### src/common/buck_setpoint_pkg.sv
// Constants and types shared by the buck set-point control block
package buck_setpoint_pkg;

    // ------------------------------------------------------------------
    // Bus geometry
    // ------------------------------------------------------------------
    localparam int ADDR_W = 9;
    localparam int IDX_W = 7;

    // ------------------------------------------------------------------
    // Register word indexes (byte address = 4 x index)
    // ------------------------------------------------------------------
    localparam logic [6:0] IDX_NORMAL = 7'h4A;
    localparam logic [6:0] IDX_STANDBY = 7'h4B;
    localparam logic [6:0] IDX_SLEEP = 7'h4C;
    localparam logic [6:0] IDX_MODE = 7'h4D;
    localparam logic [6:0] IDX_STATUS = 7'h50;

    // ------------------------------------------------------------------
    // Field positions and reset values
    // ------------------------------------------------------------------
    localparam int CODE_W = 6;
    localparam int RANGE_BIT = 6;
    localparam int MODE_W = 4;
    localparam int MV_W = 12;
    localparam int STAT_TRACK_BIT = 0;
    localparam int STAT_RANGE_BIT = 1;
    localparam int STAT_OP_LSB = 2;
    localparam int STAT_MV_LSB = 4;
    localparam logic DEFAULT_RANGE_VAL = 1'b0;
    localparam logic DEFAULT_TRACK_VAL = 1'b0;
    localparam logic [3:0] MODE_RESET_VAL = 4'h8;
    localparam logic [3:0] PWM_MODE_VAL = 4'h1;

    // ------------------------------------------------------------------
    // Output coding, millivolts
    // ------------------------------------------------------------------
    localparam logic [11:0] LOW_BASE_MV = 12'h190;
    localparam logic [11:0] LOW_STEP_MV = 12'h019;
    localparam logic [11:0] HIGH_BASE_MV = 12'h320;
    localparam logic [11:0] HIGH_STEP_MV = 12'h032;

    // ------------------------------------------------------------------
    // Bus responses and operating states
    // ------------------------------------------------------------------
    localparam logic [1:0] RESP_OKAY = 2'h0;
    localparam logic [1:0] RESP_SLVERR = 2'h2;
    localparam logic [1:0] OP_NORMAL = 2'h0;
    localparam logic [1:0] OP_STANDBY = 2'h1;
    localparam logic [1:0] OP_SLEEP = 2'h2;

    typedef enum logic [0:0] {WR_IDLE = 1'b0, WR_RESP = 1'b1} wr_state_t;
    typedef enum logic [0:0] {RD_IDLE = 1'b0, RD_RESP = 1'b1} rd_state_t;

endpackage

### src/core/buck_setpoint_control.sv
// Set-point, range and tracking-mode control of the fourth buck
`timescale 1ns/1ps
module buck_setpoint_control
    import buck_setpoint_pkg::*;
#(
    parameter logic DEFAULT_RANGE = DEFAULT_RANGE_VAL,
    parameter logic DEFAULT_TRACKING = DEFAULT_TRACK_VAL,
    parameter logic [3:0] MODE_RESET = MODE_RESET_VAL,
    parameter logic [3:0] PWM_MODE = PWM_MODE_VAL
) (
    input wire logic ref_clk_i,
    input wire logic srst_i,
    input wire logic ce_i,
    input wire logic [ADDR_W-1:0] s_axi_awaddr_i,
    input wire logic s_axi_awvalid_i,
    output logic s_axi_awready_o,
    input wire logic [31:0] s_axi_wdata_i,
    input wire logic [3:0] s_axi_wstrb_i,
    input wire logic s_axi_wvalid_i,
    output logic s_axi_wready_o,
    output logic [1:0] s_axi_bresp_o,
    output logic s_axi_bvalid_o,
    input wire logic s_axi_bready_i,
    input wire logic [ADDR_W-1:0] s_axi_araddr_i,
    input wire logic s_axi_arvalid_i,
    output logic s_axi_arready_o,
    output logic [31:0] s_axi_rdata_o,
    output logic [1:0] s_axi_rresp_o,
    output logic s_axi_rvalid_o,
    input wire logic s_axi_rready_i,
    input wire logic fuse_load_i,
    input wire logic fuse_tracking_i,
    input wire logic fuse_range_i,
    input wire logic [1:0] op_state_i,
    input wire logic [11:0] paired_buck_a_mv_i,
    output logic [11:0] ref_mv_o,
    output logic [3:0] sw_mode_o,
    output logic termination_tracking_mode_o
);

    // ------------------------------------------------------------------
    // State
    // ------------------------------------------------------------------
    typedef struct packed {
        logic [5:0] norm_code;
        logic [5:0] stby_code;
        logic [5:0] sleep_code;
        logic [3:0] mode;
        logic range;
        logic tracking;
        wr_state_t wst;
        logic aw_held;
        logic w_held;
        logic [IDX_W-1:0] waddr;
        logic [7:0] wdata;
        logic wlane;
        logic [1:0] bresp;
        rd_state_t rst;
        logic [31:0] rdata;
        logic [1:0] rresp;
        logic [11:0] ref_mv;
        logic [3:0] sw_mode;
    } state_t;

    localparam state_t RESET_ST = '{range: DEFAULT_RANGE, tracking: DEFAULT_TRACKING,
        mode: MODE_RESET, wst: WR_IDLE, rst: RD_IDLE, default: '0};

    state_t st_r;
    state_t st_nxt;
    logic [5:0] sel_code;
    logic [11:0] dec_mv;
    logic aw_take;
    logic w_take;
    logic ar_take;
    logic [IDX_W-1:0] ar_idx;

    // ------------------------------------------------------------------
    // Handshakes and outputs
    // ------------------------------------------------------------------
    assign s_axi_awready_o = ce_i && st_r.wst == WR_IDLE && !st_r.aw_held;
    assign s_axi_wready_o = ce_i && st_r.wst == WR_IDLE && !st_r.w_held;
    assign s_axi_arready_o = ce_i && st_r.rst == RD_IDLE;
    assign s_axi_bvalid_o = st_r.wst == WR_RESP;
    assign s_axi_rvalid_o = st_r.rst == RD_RESP;
    assign s_axi_bresp_o = st_r.bresp;
    assign s_axi_rresp_o = st_r.rresp;
    assign s_axi_rdata_o = st_r.rdata;
    assign ref_mv_o = st_r.ref_mv;
    assign sw_mode_o = st_r.sw_mode;
    assign termination_tracking_mode_o = st_r.tracking;
    assign aw_take = s_axi_awvalid_i && s_axi_awready_o;
    assign w_take = s_axi_wvalid_i && s_axi_wready_o;
    assign ar_take = s_axi_arvalid_i && s_axi_arready_o;
    assign ar_idx = s_axi_araddr_i[ADDR_W-1:2];

    // Set point for current operating state
    always_comb begin
        case (op_state_i)
            OP_STANDBY: sel_code = st_r.stby_code;
            OP_SLEEP: sel_code = st_r.sleep_code;
            default: sel_code = st_r.norm_code;
        endcase
    end

    setpoint_decode u_decode (
        .code_i(sel_code),
        .range_i(st_r.range),
        .mv_o(dec_mv)
    );

    // Register read mux, range bit mirrored in all three
    function automatic logic [31:0] read_word(input logic [IDX_W-1:0] idx,
                                              input state_t s);
        logic [31:0] w;
        w = 32'h0000_0000;
        case (idx)
            IDX_NORMAL: w[7:0] = {1'b0, s.range, s.norm_code};
            IDX_STANDBY: w[7:0] = {1'b0, s.range, s.stby_code};
            IDX_SLEEP: w[7:0] = {1'b0, s.range, s.sleep_code};
            IDX_MODE: w[3:0] = s.mode;
            IDX_STATUS: begin
                w[STAT_TRACK_BIT] = s.tracking;
                w[STAT_RANGE_BIT] = s.range;
                w[STAT_OP_LSB +: 2] = op_state_i;
                w[STAT_MV_LSB +: MV_W] = s.ref_mv;
            end
            default: w = 32'h0000_0000;
        endcase
        return w;
    endfunction

    function automatic logic mapped(input logic [IDX_W-1:0] idx);
        return idx == IDX_NORMAL || idx == IDX_STANDBY || idx == IDX_SLEEP
            || idx == IDX_MODE || idx == IDX_STATUS;
    endfunction

    // ------------------------------------------------------------------
    // Next state
    // ------------------------------------------------------------------
    always_comb begin
        st_nxt = st_r;
        // Write address and data, either order
        if (aw_take) begin
            st_nxt.aw_held = 1'b1;
            st_nxt.waddr = s_axi_awaddr_i[ADDR_W-1:2];
        end
        if (w_take) begin
            st_nxt.w_held = 1'b1;
            st_nxt.wdata = s_axi_wdata_i[7:0];
            st_nxt.wlane = s_axi_wstrb_i[0];
        end
        case (st_r.wst)
            WR_IDLE: begin
                if (st_r.aw_held && st_r.w_held) begin
                    st_nxt.aw_held = 1'b0;
                    st_nxt.w_held = 1'b0;
                    st_nxt.wst = WR_RESP;
                    st_nxt.bresp = mapped(st_r.waddr) ? RESP_OKAY : RESP_SLVERR;
                    // Only set-point codes and mode are writable
                    if (st_r.wlane) begin
                        case (st_r.waddr)
                            IDX_NORMAL: st_nxt.norm_code = st_r.wdata[5:0];
                            IDX_STANDBY: st_nxt.stby_code = st_r.wdata[5:0];
                            IDX_SLEEP: st_nxt.sleep_code = st_r.wdata[5:0];
                            IDX_MODE: st_nxt.mode = st_r.wdata[3:0];
                            default: st_nxt.mode = st_r.mode;
                        endcase
                    end
                end
            end
            WR_RESP: begin
                if (s_axi_bready_i) begin
                    st_nxt.wst = WR_IDLE;
                end
            end
            default: st_nxt.wst = WR_IDLE;
        endcase
        // Read channel
        case (st_r.rst)
            RD_IDLE: begin
                if (ar_take) begin
                    st_nxt.rst = RD_RESP;
                    st_nxt.rdata = read_word(ar_idx, st_r);
                    st_nxt.rresp = mapped(ar_idx) ? RESP_OKAY : RESP_SLVERR;
                end
            end
            RD_RESP: begin
                if (s_axi_rready_i) begin
                    st_nxt.rst = RD_IDLE;
                end
            end
            default: st_nxt.rst = RD_IDLE;
        endcase
        // Configuration reload from fuses
        if (fuse_load_i) begin
            st_nxt.tracking = fuse_tracking_i;
            st_nxt.range = fuse_range_i;
        end
        // Reference and switching mode
        if (st_r.tracking) begin
            st_nxt.ref_mv = paired_buck_a_mv_i >> 1;
            st_nxt.sw_mode = PWM_MODE;
        end else begin
            st_nxt.ref_mv = dec_mv;
            st_nxt.sw_mode = st_r.mode;
        end
    end

    // Register the whole state
    always_ff @(posedge ref_clk_i) begin
        if (srst_i) begin
            st_r <= RESET_ST;
        end else if (ce_i) begin
            st_r <= st_nxt;
        end
    end

    logic [11:0] exp_low_mv;
    logic [11:0] exp_high_mv;
    assign exp_low_mv = LOW_BASE_MV + {6'h00, sel_code} * LOW_STEP_MV;
    assign exp_high_mv = HIGH_BASE_MV + {6'h00, sel_code} * HIGH_STEP_MV;
endmodule

### src/core/setpoint_decode.sv
// Set-point code to output millivolt decoder
`timescale 1ns/1ps
module setpoint_decode
    import buck_setpoint_pkg::*;
(
    input wire logic [5:0] code_i,
    input wire logic range_i,
    output logic [11:0] mv_o
);

    // ------------------------------------------------------------------
    // Linear coding in either range
    // ------------------------------------------------------------------
    logic [11:0] code_ext;
    assign code_ext = {6'h00, code_i};

    // Base plus step per code
    always_comb begin
        if (range_i) begin
            mv_o = HIGH_BASE_MV + code_ext * HIGH_STEP_MV;
        end else begin
            mv_o = LOW_BASE_MV + code_ext * LOW_STEP_MV;
        end
    end

endmodule
### config.mk
export PLATFORM = sky130hd
export DESIGN_NAME = buck_setpoint_control
export DESIGN_NICKNAME = d
export VERILOG_FILES = /design/src/common/buck_setpoint_pkg.sv /design/src/core/buck_setpoint_control.sv /design/src/core/setpoint_decode.sv
export SDC_FILE = /design/constraint.sdc
export NUM_CORES = 1
export LEC_CHECK = 0
export ABC_AREA = 1
export BUFFER_PORTS_ARGS = -buffer_cell sky130_fd_sc_hd__buf_2
export CAP_MARGIN = 20
export CORE_UTILIZATION = 52
export DETAILED_ROUTE_END_ITERATION = 8
export MAX_ROUTING_LAYER = met4
export PLACE_DENSITY = 0.81
export SLEW_MARGIN = 10
export SYNTH_ARGS = -nofsm -noshare
export SYNTH_HDL_FRONTEND = slang
export SYNTH_SLANG_ARGS = --single-unit
export TNS_END_PERCENT = 20
### constraint.sdc
create_clock -name ref_clk_i -period 4.45 [get_ports ref_clk_i]
set_input_delay 0.2225 -clock ref_clk_i [delete_from_list [all_inputs] [get_ports ref_clk_i]]
set_output_delay 0.2225 -clock ref_clk_i [all_outputs]
set_load 0.01 [all_outputs]
==> flow_summary.yaml <==
floorplanning:
  die-area_sq_um: 8730
  ios: 137
  die_h_microns: 93.4
  core_area_sq_um: 7890
  start_util_pct: 55.1
  die_w_microns: 93.4
  num_rows: 32
finish:
  fin_nets: 742
  fin_cells: 744
  area_growth_pct: 7.63
  drive_gt1_share_pct: 17.8
  diodes: 0
  final_util_pct: 59.3
timing:
  final_hold_viol_count: 0
  fin_tns_setup_ps: 0
  skew_ps: 8.31
  rsz0062_at_grt: "false"
  max_clock_freq_mhz: 285
  relSlewSlack_pct: 46.8
  min_period_over_period_pct: 78.9
  tightest_slew_ps: 794
  slew_violations: 0
  min_period_ps: 3510
  finalSetupViolations: 0
worst_setup_path:
  start_kind: "input pin"
  critPathTopFamily: "adder cells"
  critical_path_peak_fanout: 10
  crit_slowest_cell: "ha_1"
  crit_required_ps: 4660
  cp.arrival_ps: 3730
  crit_buf_inv: 5
  critical_path.cell_chain: "buf_2 > inv_1 > ha_1 > clkinv_1 > o21ai_0 > inv_1 > ha_1 > ha_1 > ha_1 > ha_1 > a21oi_1 > nand3b_1 > nand2_1 > inv_1 > o21ai_0 > nand3_1 > nand3_1 > a21oi_1"
  critical_path_class: "input pin to flop"
  endpoint_kind: "flop"
  slowest_delay_ps: 380
  crit_top_cell: "ha_1"
synth:
  syn_area_sq_um: 4350
  netlist_top_cells_area: "dfxtp_1, buf_4, nand2_1"
  ys_seq_elements: 76
  yosysTopAreaCell: "dfxtp_1"
  syn_avg_cell_area_sq_um: 7.30
  postSynth.asyncResetShare_pct: 0
  seq_area_frac_synth_pct: 35.0
  netlist.area_leader.share_pct: 35.0
  synth-main-ff-cell: "dfxtp_1"
  ys_warn_count: 0
  synth_edf_count: 0
  yosysUniqueCellTypes: 36
  syn_inst: 596
grt:
  antenna_found_initial: 0
  grt_busiest_layer: "met2"
  use_met2_pct: 43.5
  grt_max_degree: 54
  grt_use_met3_pct: 5.37
  overflow: 0
  grtUsageTotal_pct: 25.4
  met1_usage_pct: 29.3
  first_global_vias: 3758
  grt_pass1_wl_microns: 17000
clocking:
  post_cts_resized: 0
  htreeDepth: 3
  path_clk_slew_ps: 80
  cts_hold_buffers: 0
  clock_latency_ps: 350
  cts.path.max_buffers: 2
  cts_tree: "done"
  clock_sinks: 76
  cts_setup_buffers: 0
  numCtsBuffers: 9
  clockRootBuffer: "clkbuf_8"
power:
  power.internal_w: 0.00109
  peakVddDrop_mv: 0.272
  p_per_area_nw_per_um2: 341
  switching_share_pct: 31.5
  combinationalPowerShare_pct: 21.1
  power_switching_w: 0.000503
  p_leak_nw: 2.17
  seqPwrFrac_pct: 46.3
  pwr-share-clk_pct: 32.6
detailed_routing:
  drt_wl_total_microns: 10400
  wire_per_inst_microns: 14.0
  route.vias.total: 4007
  routed_via_density: 5.39
  postRouteAntennaNets: 0
  drt_iter0_drc: 178
  drc_errors: 0
  first_pass_iters: 5
worst_hold_path:
  worst_hold_path_type: "input pin to flop"
placed_design:
  gp_congestion: 0.915
  dpl.hpwl_microns: 7640
  dp_cells: 728
  port_buffers: 84
outcome:
  outcome: "complete, no violations"
flow_run:
  cap_violations: 0
## final timing paths
kind                                                 from                   endpoint  slack (ps)  cells past startpoint
worst max-delay path                        op_state_i[0]  ref_mv_o[10]$_SDFFE_PP0P_         940                     18
worst min-delay path                    s_axi_awaddr_i[3]      st_r[63]$_SDFFE_PP0P_         110                      3
worst max register to register      st_r[86]$_SDFFE_PP0P_  ref_mv_o[11]$_SDFFE_PP0P_        1080                     15
worst min register to register  sw_mode_o[3]$_SDFFE_PP0P_  sw_mode_o[3]$_SDFFE_PP0P_         470                      2
## sequential cells by signal, indices dropped and copies added (netlist names)
register,flops
s_axi_rvalid_o,1
st_r,39
termination_tracking_mode_o,1
s_axi_bresp_o,1
ref_mv_o,12
s_axi_rdata_o,16
s_axi_bvalid_o,1
sw_mode_o,4
s_axi_rresp_o,1
## tightest hold or removal path: stages
cell     delay [ps]
buf_2            70
o21ai_0          70
nor2_1           70
## layout make-up
class / count / area, sq um
Timing Repair Buffer: 85 / 428
Clock buffer: 10 / 128
Fill cell: 728 / 3210
Clock inverter: 6 / 63.8
Inverter: 61 / 229
Tap cell: 102 / 128
Multi-Input combinational cell: 404 / 2180
Sequential cell: 76 / 1520
## cells in the final DEF, fill, tap and decap left out, drive strengths merged, types with 18 or more instances in the layout
cell type  count
o21ai         58
nand3         26
inv           61
a21oi         72
buf           85
dfxtp         76
nor2          38
nand2        111
conb          18
ha            25
## power by group through the flow
stage                     clock, W  sequential, W  combinational, W
final                     0.000521       0.000739          0.000336
after global routing      0.000551       0.000743          0.000383
after CTS                 0.000527       0.000738          0.000335
after detailed placement         0       0.000754          0.000332
after global placement           0       0.000753          0.000321
after floorplan                  0       0.000746          0.000274
## cells by family after synthesis
logic type / synth area share [%]
AND/OR/NAND/NOR: 19.3
other: 0.0862
AO/OA/AOI/OAI: 20.8
XOR/XNOR: 0.806
buffers and inverters: 16.3
flip-flops: 35.0
adder cells (fa/ha/maj): 7.65
## metal layers
layer	vias up	wire, microns
met5	-	0
met3	22	624
met1	1819	4560
met4	0	191
li1	2017	-
met2	149	5010
## cells in the mapped netlist (4+ instances only)
library cell / count
nand2_1: 110
dfxtp_1: 76
a21oi_1: 72
inv_1: 58
buf_4: 55
o21ai_0: 54
nor2_1: 36
nand3_1: 26
ha_1: 25
clkbuf_1: 15
a31oi_1: 10
o211ai_1: 7
nor3_1: 5
a211oi_1: 4
a211oi_2: 4
nand4_1: 4
o21ai_1: 4
o22ai_1: 4
## per-stage QoR
stage / hold WS [ps] / total power, W / setup WS, ps / instance area (sq um)
detailed placement: 456 / 0.00109 / 599 / 4490
global placement: 443 / 0.00107 / 701 / 4490
finish: 113 / 0.00160 / 937 / 4680
CTS: 105 / 0.00160 / 925 / 4680
global route: 120 / 0.00168 / 609 / 4680
floorplan: 301 / 0.00102 / 1200 / 4410
Note: power is estimated with default switching activity, not from simulation.
